**src/common/fehc_pkg.sv**
```systemverilog
// fehc_pkg: constants and carrier types for the parallel flash command host.
// assumes a 200 MHz core clock; all pin timing counts derive from it.
package fehc_pkg;

  localparam int CLK_PERIOD_PS = 5000;

  // pin timing in nanoseconds
  localparam int T_AS_NS = 10;     // address set-up before write strobe
  localparam int T_WP_NS = 90;     // write pulse low
  localparam int T_WPH_NS = 90;    // write pulse high
  localparam int T_ACC_NS = 90;    // address/strobe to output valid
  localparam int READ_STROBE_HIGH_MIN_NS = 150;  // read strobe high between toggle reads
  localparam int SYNC_STAGES = 2;

  // least times round up to whole cycles
  function automatic int nsToCyc(input int ns);
    nsToCyc = (ns * 1000 + CLK_PERIOD_PS - 1) / CLK_PERIOD_PS;
  endfunction : nsToCyc

  localparam int AS_CYC = nsToCyc(T_AS_NS);
  localparam int WP_CYC = nsToCyc(T_WP_NS);
  localparam int WPH_CYC = nsToCyc(T_WPH_NS);
  // read strobe low long enough for access time plus the input synchroniser
  localparam int RD_CYC = nsToCyc(T_ACC_NS) + SYNC_STAGES + 1;
  localparam int OEHP_CYC = nsToCyc(READ_STROBE_HIGH_MIN_NS);

  localparam int ADDR_W = 19;
  localparam int DATA_W = 16;
  localparam int TOGGLE_BIT = 6;   // position of toggle_status_bit

  // command addresses (command_address_field is 15 bits wide)
  localparam logic [14:0] CMD_ADDR = 15'h5555;
  localparam logic [14:0] UNLOCK2_ADDR = 15'h2aaa;

  // command bytes on the low data lane
  localparam logic [7:0] UNLOCK1_DATA = 8'haa;
  localparam logic [7:0] UNLOCK2_DATA = 8'h55;
  localparam logic [7:0] ERASE_SETUP_DATA = 8'h80;
  localparam logic [7:0] CHIP_ERASE_DATA = 8'h10;
  localparam logic [7:0] SECTOR_ERASE_DATA = 8'h30;
  localparam logic [7:0] LOCKOUT_DATA = 8'h40;
  localparam logic [7:0] ID_ENTRY_DATA = 8'h90;
  localparam logic [7:0] ID_EXIT_DATA = 8'hf0;

  typedef enum logic [2:0] {
    OP_READ, OP_CHIP_ERASE, OP_SECTOR_ERASE, OP_ID_ENTRY,
    OP_ID_EXIT, OP_ID_EXIT_SHORT, OP_LOCKOUT
  } fehc_op_t;

  typedef struct packed {
    fehc_op_t op;
    logic [ADDR_W-1:0] addr;
  } fehc_req_t;

  typedef struct packed {
    logic busy;
    logic done;
    logic [DATA_W-1:0] rdata;
  } fehc_resp_t;

  typedef struct packed {
    logic ceN;
    logic oeN;
    logic weN;
    logic [ADDR_W-1:0] addr;
    logic [DATA_W-1:0] dataOut;
    logic dataOe;
  } fehc_pins_t;

  typedef struct packed {
    logic [ADDR_W-1:0] addr;
    logic [7:0] data;
    logic last;
  } fehc_step_t;

endpackage : fehc_pkg

```
**src/rtl/fehc_host.sv**
```systemverilog
// fehc_host: host-side controller that issues erase, identification and lockout
// command sequences to a clockless 16-bit parallel flash and polls the toggle bit.
// assumes one request at a time on the user port and a flash wired to the pin group.
`timescale 1ns/1ps
module fehc_host (
  input wire logic core_clk,
  input wire logic rst,
  input wire logic reqValid,
  input wire fehc_pkg::fehc_req_t req,
  output fehc_pkg::fehc_resp_t resp,
  output logic reqReady,
  output fehc_pkg::fehc_pins_t pins,
  input wire logic [fehc_pkg::DATA_W-1:0] pinDataIn
);
  import fehc_pkg::*;

  typedef enum logic [2:0] {
    ST_IDLE, ST_WSET, ST_WLOW, ST_WHIGH, ST_RLOW, ST_RHIGH
  } fehc_state_t;

  typedef struct packed {
    fehc_state_t st;
    fehc_op_t op;
    logic [ADDR_W-1:0] addr;
    logic [2:0] idx;
    logic [7:0] cnt;
    logic poll;
    logic havePrev;
    logic prevToggle;
    logic [DATA_W-1:0] meta;
    logic [DATA_W-1:0] sync;
    fehc_resp_t resp;
    logic ready;
    fehc_pins_t pins;
  } fehc_all_t;

  fehc_all_t s_reg;
  fehc_all_t s_next;

  // command address lives in the low 15 bits; upper lines held low
  function automatic logic [ADDR_W-1:0] cmdAddr(input logic [14:0] a);
    cmdAddr = {{(ADDR_W-15){1'b0}}, a};
  endfunction : cmdAddr

  // one write of a command sequence, chosen by operation and step index
  function automatic fehc_step_t seqStep(input fehc_op_t op, input logic [2:0] idx,
                                         input logic [ADDR_W-1:0] userAddr);
    fehc_step_t s;
    logic [2:0] firstOfFinal;
    logic [2:0] fin;
    s.addr = cmdAddr(CMD_ADDR);
    s.data = 8'h00;
    s.last = 1'b0;
    // six-write forms repeat the unlock pair after the setup byte
    if (op == OP_CHIP_ERASE || op == OP_SECTOR_ERASE || op == OP_LOCKOUT) begin
      fin = 3'h5;
    end else if (op == OP_ID_EXIT_SHORT) begin
      fin = 3'h0;
    end else begin
      fin = 3'h2;
    end
    firstOfFinal = (idx >= 3'h3) ? idx - 3'h3 : idx;
    if (idx == fin) begin
      s.last = 1'b1;
      unique case (op)
        OP_CHIP_ERASE: s.data = CHIP_ERASE_DATA;
        OP_SECTOR_ERASE: begin
          s.data = SECTOR_ERASE_DATA;
          s.addr = userAddr;
        end
        OP_LOCKOUT: s.data = LOCKOUT_DATA;
        OP_ID_ENTRY: s.data = ID_ENTRY_DATA;
        OP_ID_EXIT, OP_ID_EXIT_SHORT: s.data = ID_EXIT_DATA;
        default: s.data = 8'h00;
      endcase
    end else if (firstOfFinal == 3'h0) begin
      s.addr = cmdAddr(CMD_ADDR);
      s.data = UNLOCK1_DATA;
    end else if (firstOfFinal == 3'h1) begin
      s.addr = cmdAddr(UNLOCK2_ADDR);
      s.data = UNLOCK2_DATA;
    end else begin
      s.data = ERASE_SETUP_DATA;
    end
    seqStep = s;
  endfunction : seqStep

  fehc_step_t curStep;
  logic curToggle;

  always_comb begin
    curStep = seqStep(s_reg.op, s_reg.idx, s_reg.addr);
    curToggle = s_reg.sync[TOGGLE_BIT];
  end

  // next-state logic for the whole controller
  always_comb begin
    s_next = s_reg;
    s_next.meta = pinDataIn; // pin data crosses in through two flops
    s_next.sync = s_reg.meta;
    s_next.resp.done = 1'b0;
    if (s_reg.cnt != 8'h00) begin
      s_next.cnt = s_reg.cnt - 8'h01;
    end
    unique case (s_reg.st)
      ST_IDLE: begin
        if (reqValid && s_reg.ready) begin
          s_next.ready = 1'b0;
          s_next.resp.busy = 1'b1;
          s_next.op = req.op;
          s_next.addr = req.addr;
          s_next.idx = 3'h0;
          s_next.havePrev = 1'b0;
          if (req.op == OP_READ) begin
            s_next.poll = 1'b0;
            s_next.st = ST_RLOW;
            s_next.cnt = 8'(RD_CYC - 1);
            s_next.pins.addr = req.addr;
            s_next.pins.ceN = 1'b0;
            s_next.pins.oeN = 1'b0;
          end else begin
            s_next.st = ST_WSET;
            s_next.cnt = 8'(AS_CYC - 1);
          end
        end
      end
      ST_WSET: begin
        // address, data and chip enable settle while write enable is high
        s_next.pins.addr = curStep.addr;
        s_next.pins.dataOut = {8'h00, curStep.data}; // upper byte unused
        s_next.pins.dataOe = 1'b1;
        s_next.pins.ceN = 1'b0;
        s_next.pins.oeN = 1'b1;
        if (s_reg.cnt == 8'h00) begin
          s_next.pins.weN = 1'b0;
          s_next.st = ST_WLOW;
          s_next.cnt = 8'(WP_CYC - 1);
        end
      end
      ST_WLOW: begin
        if (s_reg.cnt == 8'h00) begin
          // data stays driven through the high phase to cover hold time
          s_next.pins.weN = 1'b1;
          s_next.pins.ceN = 1'b1;
          s_next.st = ST_WHIGH;
          s_next.cnt = 8'(WPH_CYC - 1);
        end
      end
      ST_WHIGH: begin
        if (s_reg.cnt == 8'h00) begin
          s_next.pins.dataOe = 1'b0;
          if (!curStep.last) begin
            s_next.idx = s_reg.idx + 3'h1;
            s_next.st = ST_WSET;
            s_next.cnt = 8'(AS_CYC - 1);
          end else if (s_reg.op == OP_CHIP_ERASE || s_reg.op == OP_SECTOR_ERASE
                       || s_reg.op == OP_LOCKOUT) begin
            // internal operation runs; watch the toggle bit at one address
            s_next.poll = 1'b1;
            s_next.st = ST_RLOW;
            s_next.cnt = 8'(RD_CYC - 1);
            s_next.pins.addr = s_reg.addr;
            s_next.pins.ceN = 1'b0;
            s_next.pins.oeN = 1'b0;
          end else begin
            s_next.st = ST_IDLE;
            s_next.ready = 1'b1;
            s_next.resp.busy = 1'b0;
            s_next.resp.done = 1'b1;
          end
        end
      end
      ST_RLOW: begin
        if (s_reg.cnt == 8'h00) begin
          // sample after access time plus synchroniser delay, then release
          s_next.resp.rdata = s_reg.sync;
          s_next.pins.oeN = 1'b1;
          s_next.pins.ceN = 1'b1;
          s_next.st = ST_RHIGH;
          s_next.cnt = 8'(OEHP_CYC - 1);
          s_next.prevToggle = curToggle;
          s_next.havePrev = 1'b1;
        end
      end
      ST_RHIGH: begin
        if (s_reg.cnt == 8'h00) begin
          // two equal reads in a row mean the device stopped toggling
          if (!s_reg.poll || (s_reg.havePrev && s_reg.idx == 3'h7)) begin
            s_next.st = ST_IDLE;
            s_next.ready = 1'b1;
            s_next.resp.busy = 1'b0;
            s_next.resp.done = 1'b1;
          end else begin
            s_next.st = ST_RLOW;
            s_next.cnt = 8'(RD_CYC - 1);
            s_next.pins.ceN = 1'b0;
            s_next.pins.oeN = 1'b0;
          end
        end
      end
      default: s_next.st = ST_IDLE;
    endcase
    // compare against the previous read, never the absolute level
    if (s_reg.st == ST_RLOW && s_reg.cnt == 8'h00 && s_reg.poll) begin
      s_next.idx = (s_reg.havePrev && s_reg.prevToggle == curToggle) ? 3'h7 : 3'h0;
    end
  end

  // one register for all state; pins idle deselected after reset
  always_ff @(posedge core_clk or posedge rst) begin
    if (rst) begin
      s_reg <= '0;
      s_reg.st <= ST_IDLE;
      s_reg.op <= OP_READ;
      s_reg.ready <= 1'b1;
      s_reg.pins.ceN <= 1'b1;
      s_reg.pins.oeN <= 1'b1;
      s_reg.pins.weN <= 1'b1;
    end else begin
      s_reg <= s_next;
    end
  end

  assign pins = s_reg.pins;
  assign resp = s_reg.resp;
  assign reqReady = s_reg.ready;

endmodule : fehc_host

```
**config.mk**
```make
export PLATFORM = sky130hd
export DESIGN_NAME = fehc_host
export DESIGN_NICKNAME = d
export VERILOG_FILES = /design/src/common/fehc_pkg.sv /design/src/rtl/fehc_host.sv
export SDC_FILE = /design/constraint.sdc
export NUM_CORES = 1
export LEC_CHECK = 0
export ABC_AREA = 1
export BUFFER_PORTS_ARGS = -buffer_cell sky130_fd_sc_hd__buf_2
export CORE_AREA = 2 2 157 159
export CTS_BUF_LIST = sky130_fd_sc_hd__clkbuf_4 sky130_fd_sc_hd__clkbuf_8
export DETAILED_ROUTE_END_ITERATION = 6
export DIE_AREA = 0 0 159 161
export SLEW_MARGIN = 20
export SYNTH_ARGS = -nofsm -noshare
export SYNTH_HDL_FRONTEND = slang
export SYNTH_SLANG_ARGS = --single-unit
```
**constraint.sdc**
```tcl
create_clock -name core_clk -period 12 [get_ports core_clk]
set_input_delay 2.4 -clock core_clk [delete_from_list [all_inputs] [get_ports core_clk]]
set_output_delay 2.4 -clock core_clk [all_outputs]
set_load 0.1 [all_outputs]
```
==> reports/metrics.yaml, run 1 <==
grt_pass1_wl_um: 23200
vias: 4499
grt_overflow: 0
cp-end-kind: "flop"
slowest_stage: "nand2_1"
grt_pass1_vias: 4558
worst_slew_pin_slew_ps: 996
timing.fmax_mhz: 233
drv_cap: 0
fin_crit_sh_pct: 35.8
die_area_mm2: 0.0256
path_class: "input port to flop"
hold_viol_final: 0
cts_tree: "built"
grt_max_degree: 71
initial_core_util_pct: 24.7
finClkSkew_ps: 11.0
worstPathCellList: "buf_2, nand2_1, inv_1, nand2_1, inv_1, nand2_1, o21ai_0, a211oi_1, o21ai_0"
htreeDepth: 4
min_from: "s_next[59]$_DFF_PP0_"
clock-sinks: 118
worstRegToRegCells: 9
vias_per_cell: 4.17
cp-start-kind: "input port"
ys_warn_count: 0
crit_top_cell: "nand2_1"
synth-edff-count: 0
first_pass_iters: 7
r2r_end: "s_reg[93]$_DFF_PP0_"
ys_seq_elements: 118
min_period_ps: 4300
outcome: "complete, but fails checks"
required_ps: 12290
ys_seq_area_share_pct: 49.9
gp_congestion: 0.855
drt-total-wl_um: 13900
synth.distinct_cells: 39
fp-row-count: 57
largest_register_ffs: 53
dp_hpwl_um: 9710
async_flop_share_pct: 100
rr_startpoint: "s_reg[126]$_DFFE_PP0P_"
drt_iter0_drc: 310
drive_gt1_share_pct: 23.0
groute.usage.overall_pct: 11.4
cp_num_buf_inv: 3
final-seq-area_mm2: 0.00296
tns_ps: 0
worst_path_largest_cell_delay_ps: 730
ys.flop_type: "dfrtp_1"
critPathArrivalTime_ps: 4590
clk_path_buf_depth: 2
crit_start: "reqValid"
wl_per_cell_um: 12.9
fin_util_pct: 27.8
io_pins: 99
worstHoldPathCells: 0
ant_nets: 0
insertion_delay_ps: 430
synth_area_per_cell_um2: 8.47
min_to: "s_reg[59]$_DFF_PP0_"
hp-class: "flop to flop"
syn_area_mm2: 0.00593
rrSetupSlack_ps: 8920
portBuffers: 90
cp_max_fo: 31
fillCellCount: 2637
areaGrowthSynthToFinish_pct: 12.5
cts.repair.resized: 0
chipHeight_um: 161
grt_antenna_before_repair: 3
drv_slew: 0
route.detailed.drc: 1
multi_input_area_mm2: 0.00221
rsz0062_at_grt: "no"
hold_buffers: 0
slew-limit-headroom_pct: 33.4
design.final.nets: 789
cts-root-buf: "clkbuf_8"
setup_viol: 0
numCtsBuffers: 17
synth_cells: 700
violations: "DRC"
postCtsSetupRepairBufs: 0
die_x_um: 159
path_delay_family: "simple AND/OR/NAND/NOR gates"
core_mm2: 0.0240
clkTransAtPathRegs_ps: 80
## cell type report
cell class | count | area share, %
Inverter | 66 | 3.75
Sequential cell | 118 | 44.4
Timing Repair Buffer | 91 | 6.87
Clock buffer | 21 | 4.24
Tap cell | 324 | 6.08
Antenna cell | 1 | 0.0375
Multi-Input combinational cell | 448 | 33.1
Clock inverter | 9 | 1.54
## cell usage in the layout, fill, tap and decap left out, types with 3 or more instances in the layout
master      netlist  routed
nand2_1         210     210
dfrtp_1         114     114
buf_2             7      90
inv_1            63      62
nor2_1           56      56
o21ai_0          38      38
nand3_1          33      33
clkbuf_8          0      20
mux2_2           15      15
a21oi_1          14      14
nand4_1          10      10
nand2_2           8       8
conb_1            1       8
o22ai_1           6       6
ha_1              6       6
a21oi_2           5       5
a21boi_0          5       5
or2_2             4       4
clkinv_2          0       4
dfstp_2           4       4
inv_2             3       3
nand2_4           3       3
nor3_1            3       3
nor2_4            3       3
clkinvlp_4        0       3
## synth_stat cells, types with 2 or more instances
| cell type | number | area share, % |
|---|---|---|
| nor2_2 | 2 | 0.21 |
| inv_1 | 63 | 4.0 |
| o211ai_1 | 2 | 0.25 |
| buf_2 | 7 | 0.59 |
| a21boi_0 | 5 | 0.63 |
| nor3_1 | 3 | 0.25 |
| nand2_2 | 8 | 0.84 |
| buf_6 | 3 | 0.57 |
| a211oi_1 | 2 | 0.25 |
| nand2_1 | 210 | 13 |
| or2_2 | 4 | 0.42 |
| o21ai_0 | 38 | 3.2 |
| nor2_4 | 3 | 0.57 |
| a21oi_2 | 5 | 0.74 |
| nand4_1 | 10 | 1.1 |
| nand3_2 | 2 | 0.34 |
| clkbuf_1 | 4 | 0.25 |
| dfrtp_1 | 114 | 48 |
| nor2_1 | 56 | 3.5 |
| inv_2 | 3 | 0.19 |
| buf_4 | 61 | 7.7 |
| nand2_4 | 3 | 0.57 |
| ha_1 | 6 | 1.3 |
| a21oi_1 | 14 | 1.2 |
| o31ai_1 | 2 | 0.25 |
| o21a_1 | 2 | 0.25 |
| mux2_2 | 15 | 2.8 |
| o22ai_1 | 6 | 0.63 |
| dfstp_2 | 4 | 1.8 |
| nand3_1 | 33 | 2.8 |
| nand3b_1 | 2 | 0.25 |
## kinds of logic (layout without fill, tap and decap cells)
| kind of cell | after synthesis | count (layout) | share of synthesized area (%) |
|---|---|---|---|
| AOI/OAI and AO/OA | 79 | 79 | 7.75 |
| muxes | 15 | 15 | 2.85 |
| other | 1 | 9 | 0.0633 |
| xor gates and xnor gates | 2 | 2 | 0.296 |
| DFF | 118 | 118 | 49.9 |
| buffers and inverters | 141 | 187 | 13.3 |
| adders and majority gates | 6 | 6 | 1.27 |
| and+or+nand+nor | 338 | 338 | 24.6 |
## layer usage
metal  vias to the layer above  wire, um  GRT usage, %
met5                         -        27             0
met4                         4       197          4.26
met3                        15       672          3.11
met2                       108      6960          19.6
met1                      2139      6090          13.7
li1                       2233         -             -
## per-stage QoR
step / setup WS (ps) / hold WS (ps) / area (um2) / instances
4_1_cts: 7730 / 352 / 6660 / 1077
5_1_grt: 7430 / 357 / 6660 / 1077
6_report: 7700 / 348 / 6670 / 1078
2_1_floorplan: 6480 / 331 / 5950 / 707
3_5_place_dp: 7260 / 335 / 6280 / 1047
3_3_place_gp: 7270 / 332 / 6280 / 1047
## how the worst max path moves through the flow
| stage | to | slack [ps] | cells past startpoint |
|---|---|---|---|
| floorplan | curToggle$_DFF_PP0_ | 6480 | 1 |
| global placement | s_reg[93]$_DFF_PP0_ | 7270 | 9 |
| detailed placement | s_reg[93]$_DFF_PP0_ | 7260 | 9 |
| CTS | s_reg[93]$_DFF_PP0_ | 7730 | 9 |
| global route | s_reg[93]$_DFF_PP0_ | 7430 | 9 |
| finish | s_reg[93]$_DFF_PP0_ | 7700 | 9 |
Power of run 1 is left out: the tool's default activity adds up to more than one toggle a clock period on the data nets, which glitch-free logic cannot reach.
==> run 2: changes to the inputs <==
clock period = 4.5 ns   (was 12 ns; I/O delays follow)
==> run 2 against run 1 <==
Net effect:
- the flow now finishes without violations
- count of clock-buffer cells in the layout is 4 lower
- wire length grew 3.9%
- final cell count grew 0.28%
- flip-flop and latch count unchanged
- sequential share of layout area fell by 0.31 points
- worst setup slack worse by 5700 ps
- die area unchanged
- hold slack about the same
- register-to-register slack got worse by 6900 ps
==> reports/metrics.yaml, run 2 (synthesis results as in run 1) <==
cp_max_fo: 35
fillCellCount: 2598
worst_slew_pin_slew_ps: 882
cts-root-buf: "clkbuf_8"
layout_common_cells: "nand2_1 (210), dfrtp_1 (114), buf_2 (90)"
chipHeight_um: 161
critPathArrivalTime_ps: 2850
hp-class: "flop to flop"
fp-row-count: 57
num_antenna_cells: 0
numCtsBuffers: 17
pre_cts_ws_ps: 1990
postCtsSetupRepairBufs: 0
crit_start: "s_reg[126]$_DFFE_PP0P_"
met1_length_um: 6320
htreeDepth: 4
rsz0062_at_grt: "no"
gp_congestion: 0.916
clk_path_buf_depth: 2
r2r_end: "pins[32]$_DFFE_PP0P_"
cp-endpoint: "pins[32]$_DFFE_PP0P_"
rr_startpoint: "s_reg[126]$_DFFE_PP0P_"
ant_nets: 0
cp-start-kind: "flop"
route.met2.wl_um: 7240
top_layer: "met5"
outcome: "finished, final reports clean"
initial_core_util_pct: 24.7
grt_antenna_before_repair: 1
worstRegToRegCells: 11
largest_register_ffs: 53
slew-limit-headroom_pct: 41.0
timing.fmax_mhz: 398
cp-end-kind: "flop"
drt-total-wl_um: 14500
core_mm2: 0.0240
design.final.nets: 792
drv_cap: 0
route.detailed.drc: 0
dr_wl_met3_um: 723
path_class: "flop to flop"
rrSetupSlack_ps: 1990
hold_viol_final: 0
fin_crit_sh_pct: 55.8
final-seq-area_mm2: 0.00296
dp_hpwl_um: 10300
finClkSkew_ps: 5.81
required_ps: 4840
areaGrowthSynthToFinish_pct: 13.2
drive_gt1_share_pct: 23.4
setup_viol: 0
finalInstanceArea_mm2: 0.00671
hold_buffers: 0
drt_iter0_drc: 286
die_area_mm2: 0.0256
io_pins: 99
finalNonFillerCells: 1081
portBuffers: 90
first_pass_iters: 6
clkTransAtPathRegs_ps: 70
final_common_cell: "nand2_1"
tns_ps: 0
cts.repair.resized: 0
grt_pass1_wl_um: 24200
cts_tree: "built"
clock-sinks: 118
vias: 4607
insertion_delay_ps: 440
grt_max_degree: 65
grt_pass1_vias: 4639
wl_per_cell_um: 13.4
placed_cells: 1050
vias_per_cell: 4.26
multi_input_area_mm2: 0.00221
post_dp_cell_area_mm2: 0.00630
drv_slew: 0
setup_slack_ps: 1990
die_x_um: 159
groute.usage.overall_pct: 12.0
min_period_ps: 2510
grt_overflow: 0
run 2: changes by cell type in the layout (fill, tap and decap cells not counted), moves of 3 or more:
cell      previous run  this run
buf_4                1         4
clkinv_2             4         1
clkinv_4             0         3
inv_6                0         3
clkbuf_8            20        17
run 2: how the worst min path moves through the flow:
| stage | startpoint | endpoint | slack [ps] | cells after the start |
|---|---|---|---|---|
| floorplan | s_next[64]$_DFF_PP0_ | curToggle$_DFF_PP0_ | 330 | 0 |
| global placement | s_next[60]$_DFF_PP0_ | s_reg[60]$_DFF_PP0_ | 330 | 0 |
| detailed placement | s_next[59]$_DFF_PP0_ | s_reg[59]$_DFF_PP0_ | 340 | 0 |
| CTS | s_next[59]$_DFF_PP0_ | s_reg[59]$_DFF_PP0_ | 350 | 0 |
| global route | s_next[63]$_DFF_PP0_ | s_reg[63]$_DFF_PP0_ | 360 | 0 |
| finish | s_next[59]$_DFF_PP0_ | s_reg[59]$_DFF_PP0_ | 350 | 0 |
run 2: area by class of cell:
type,instances,share of cell area (%)
multi-input cells,448,32.9
inverters,66,3.73
repair buffers,94,7.16
clock inverters,14,2.65
clock buffers,17,3.49
well taps,324,6.04
flip-flops and latches,118,44.1
run 2: per-stage QoR:
step	utilization [%]	hold WS, ps
floorplan	-	331
global placement	26.3	332
detailed placement	26.3	336
CTS	28.0	349
global route	28.0	357
finish	28.0	348
run 2: critical path: stages, from the launching register on:
cell	delay, ps
dfrtp_1	640
inv_2	100
nor2_4	280
nand2_4	200
inv_2	250
nand2_2	120
nand2_2	120
nor2_4	50
nand3_4	320
inv_1	150
nand2_1	100
nand2_1	50
run 2: per-layer routing:
layer | track usage [%] | vias to the layer above
li1 | - | 2245
met1 | 14.8 | 2233
met2 | 19.9 | 115
met3 | 3.49 | 12
met4 | 4.42 | 2
met5 | 0 | -
Power of run 2 is left out for the same reason.
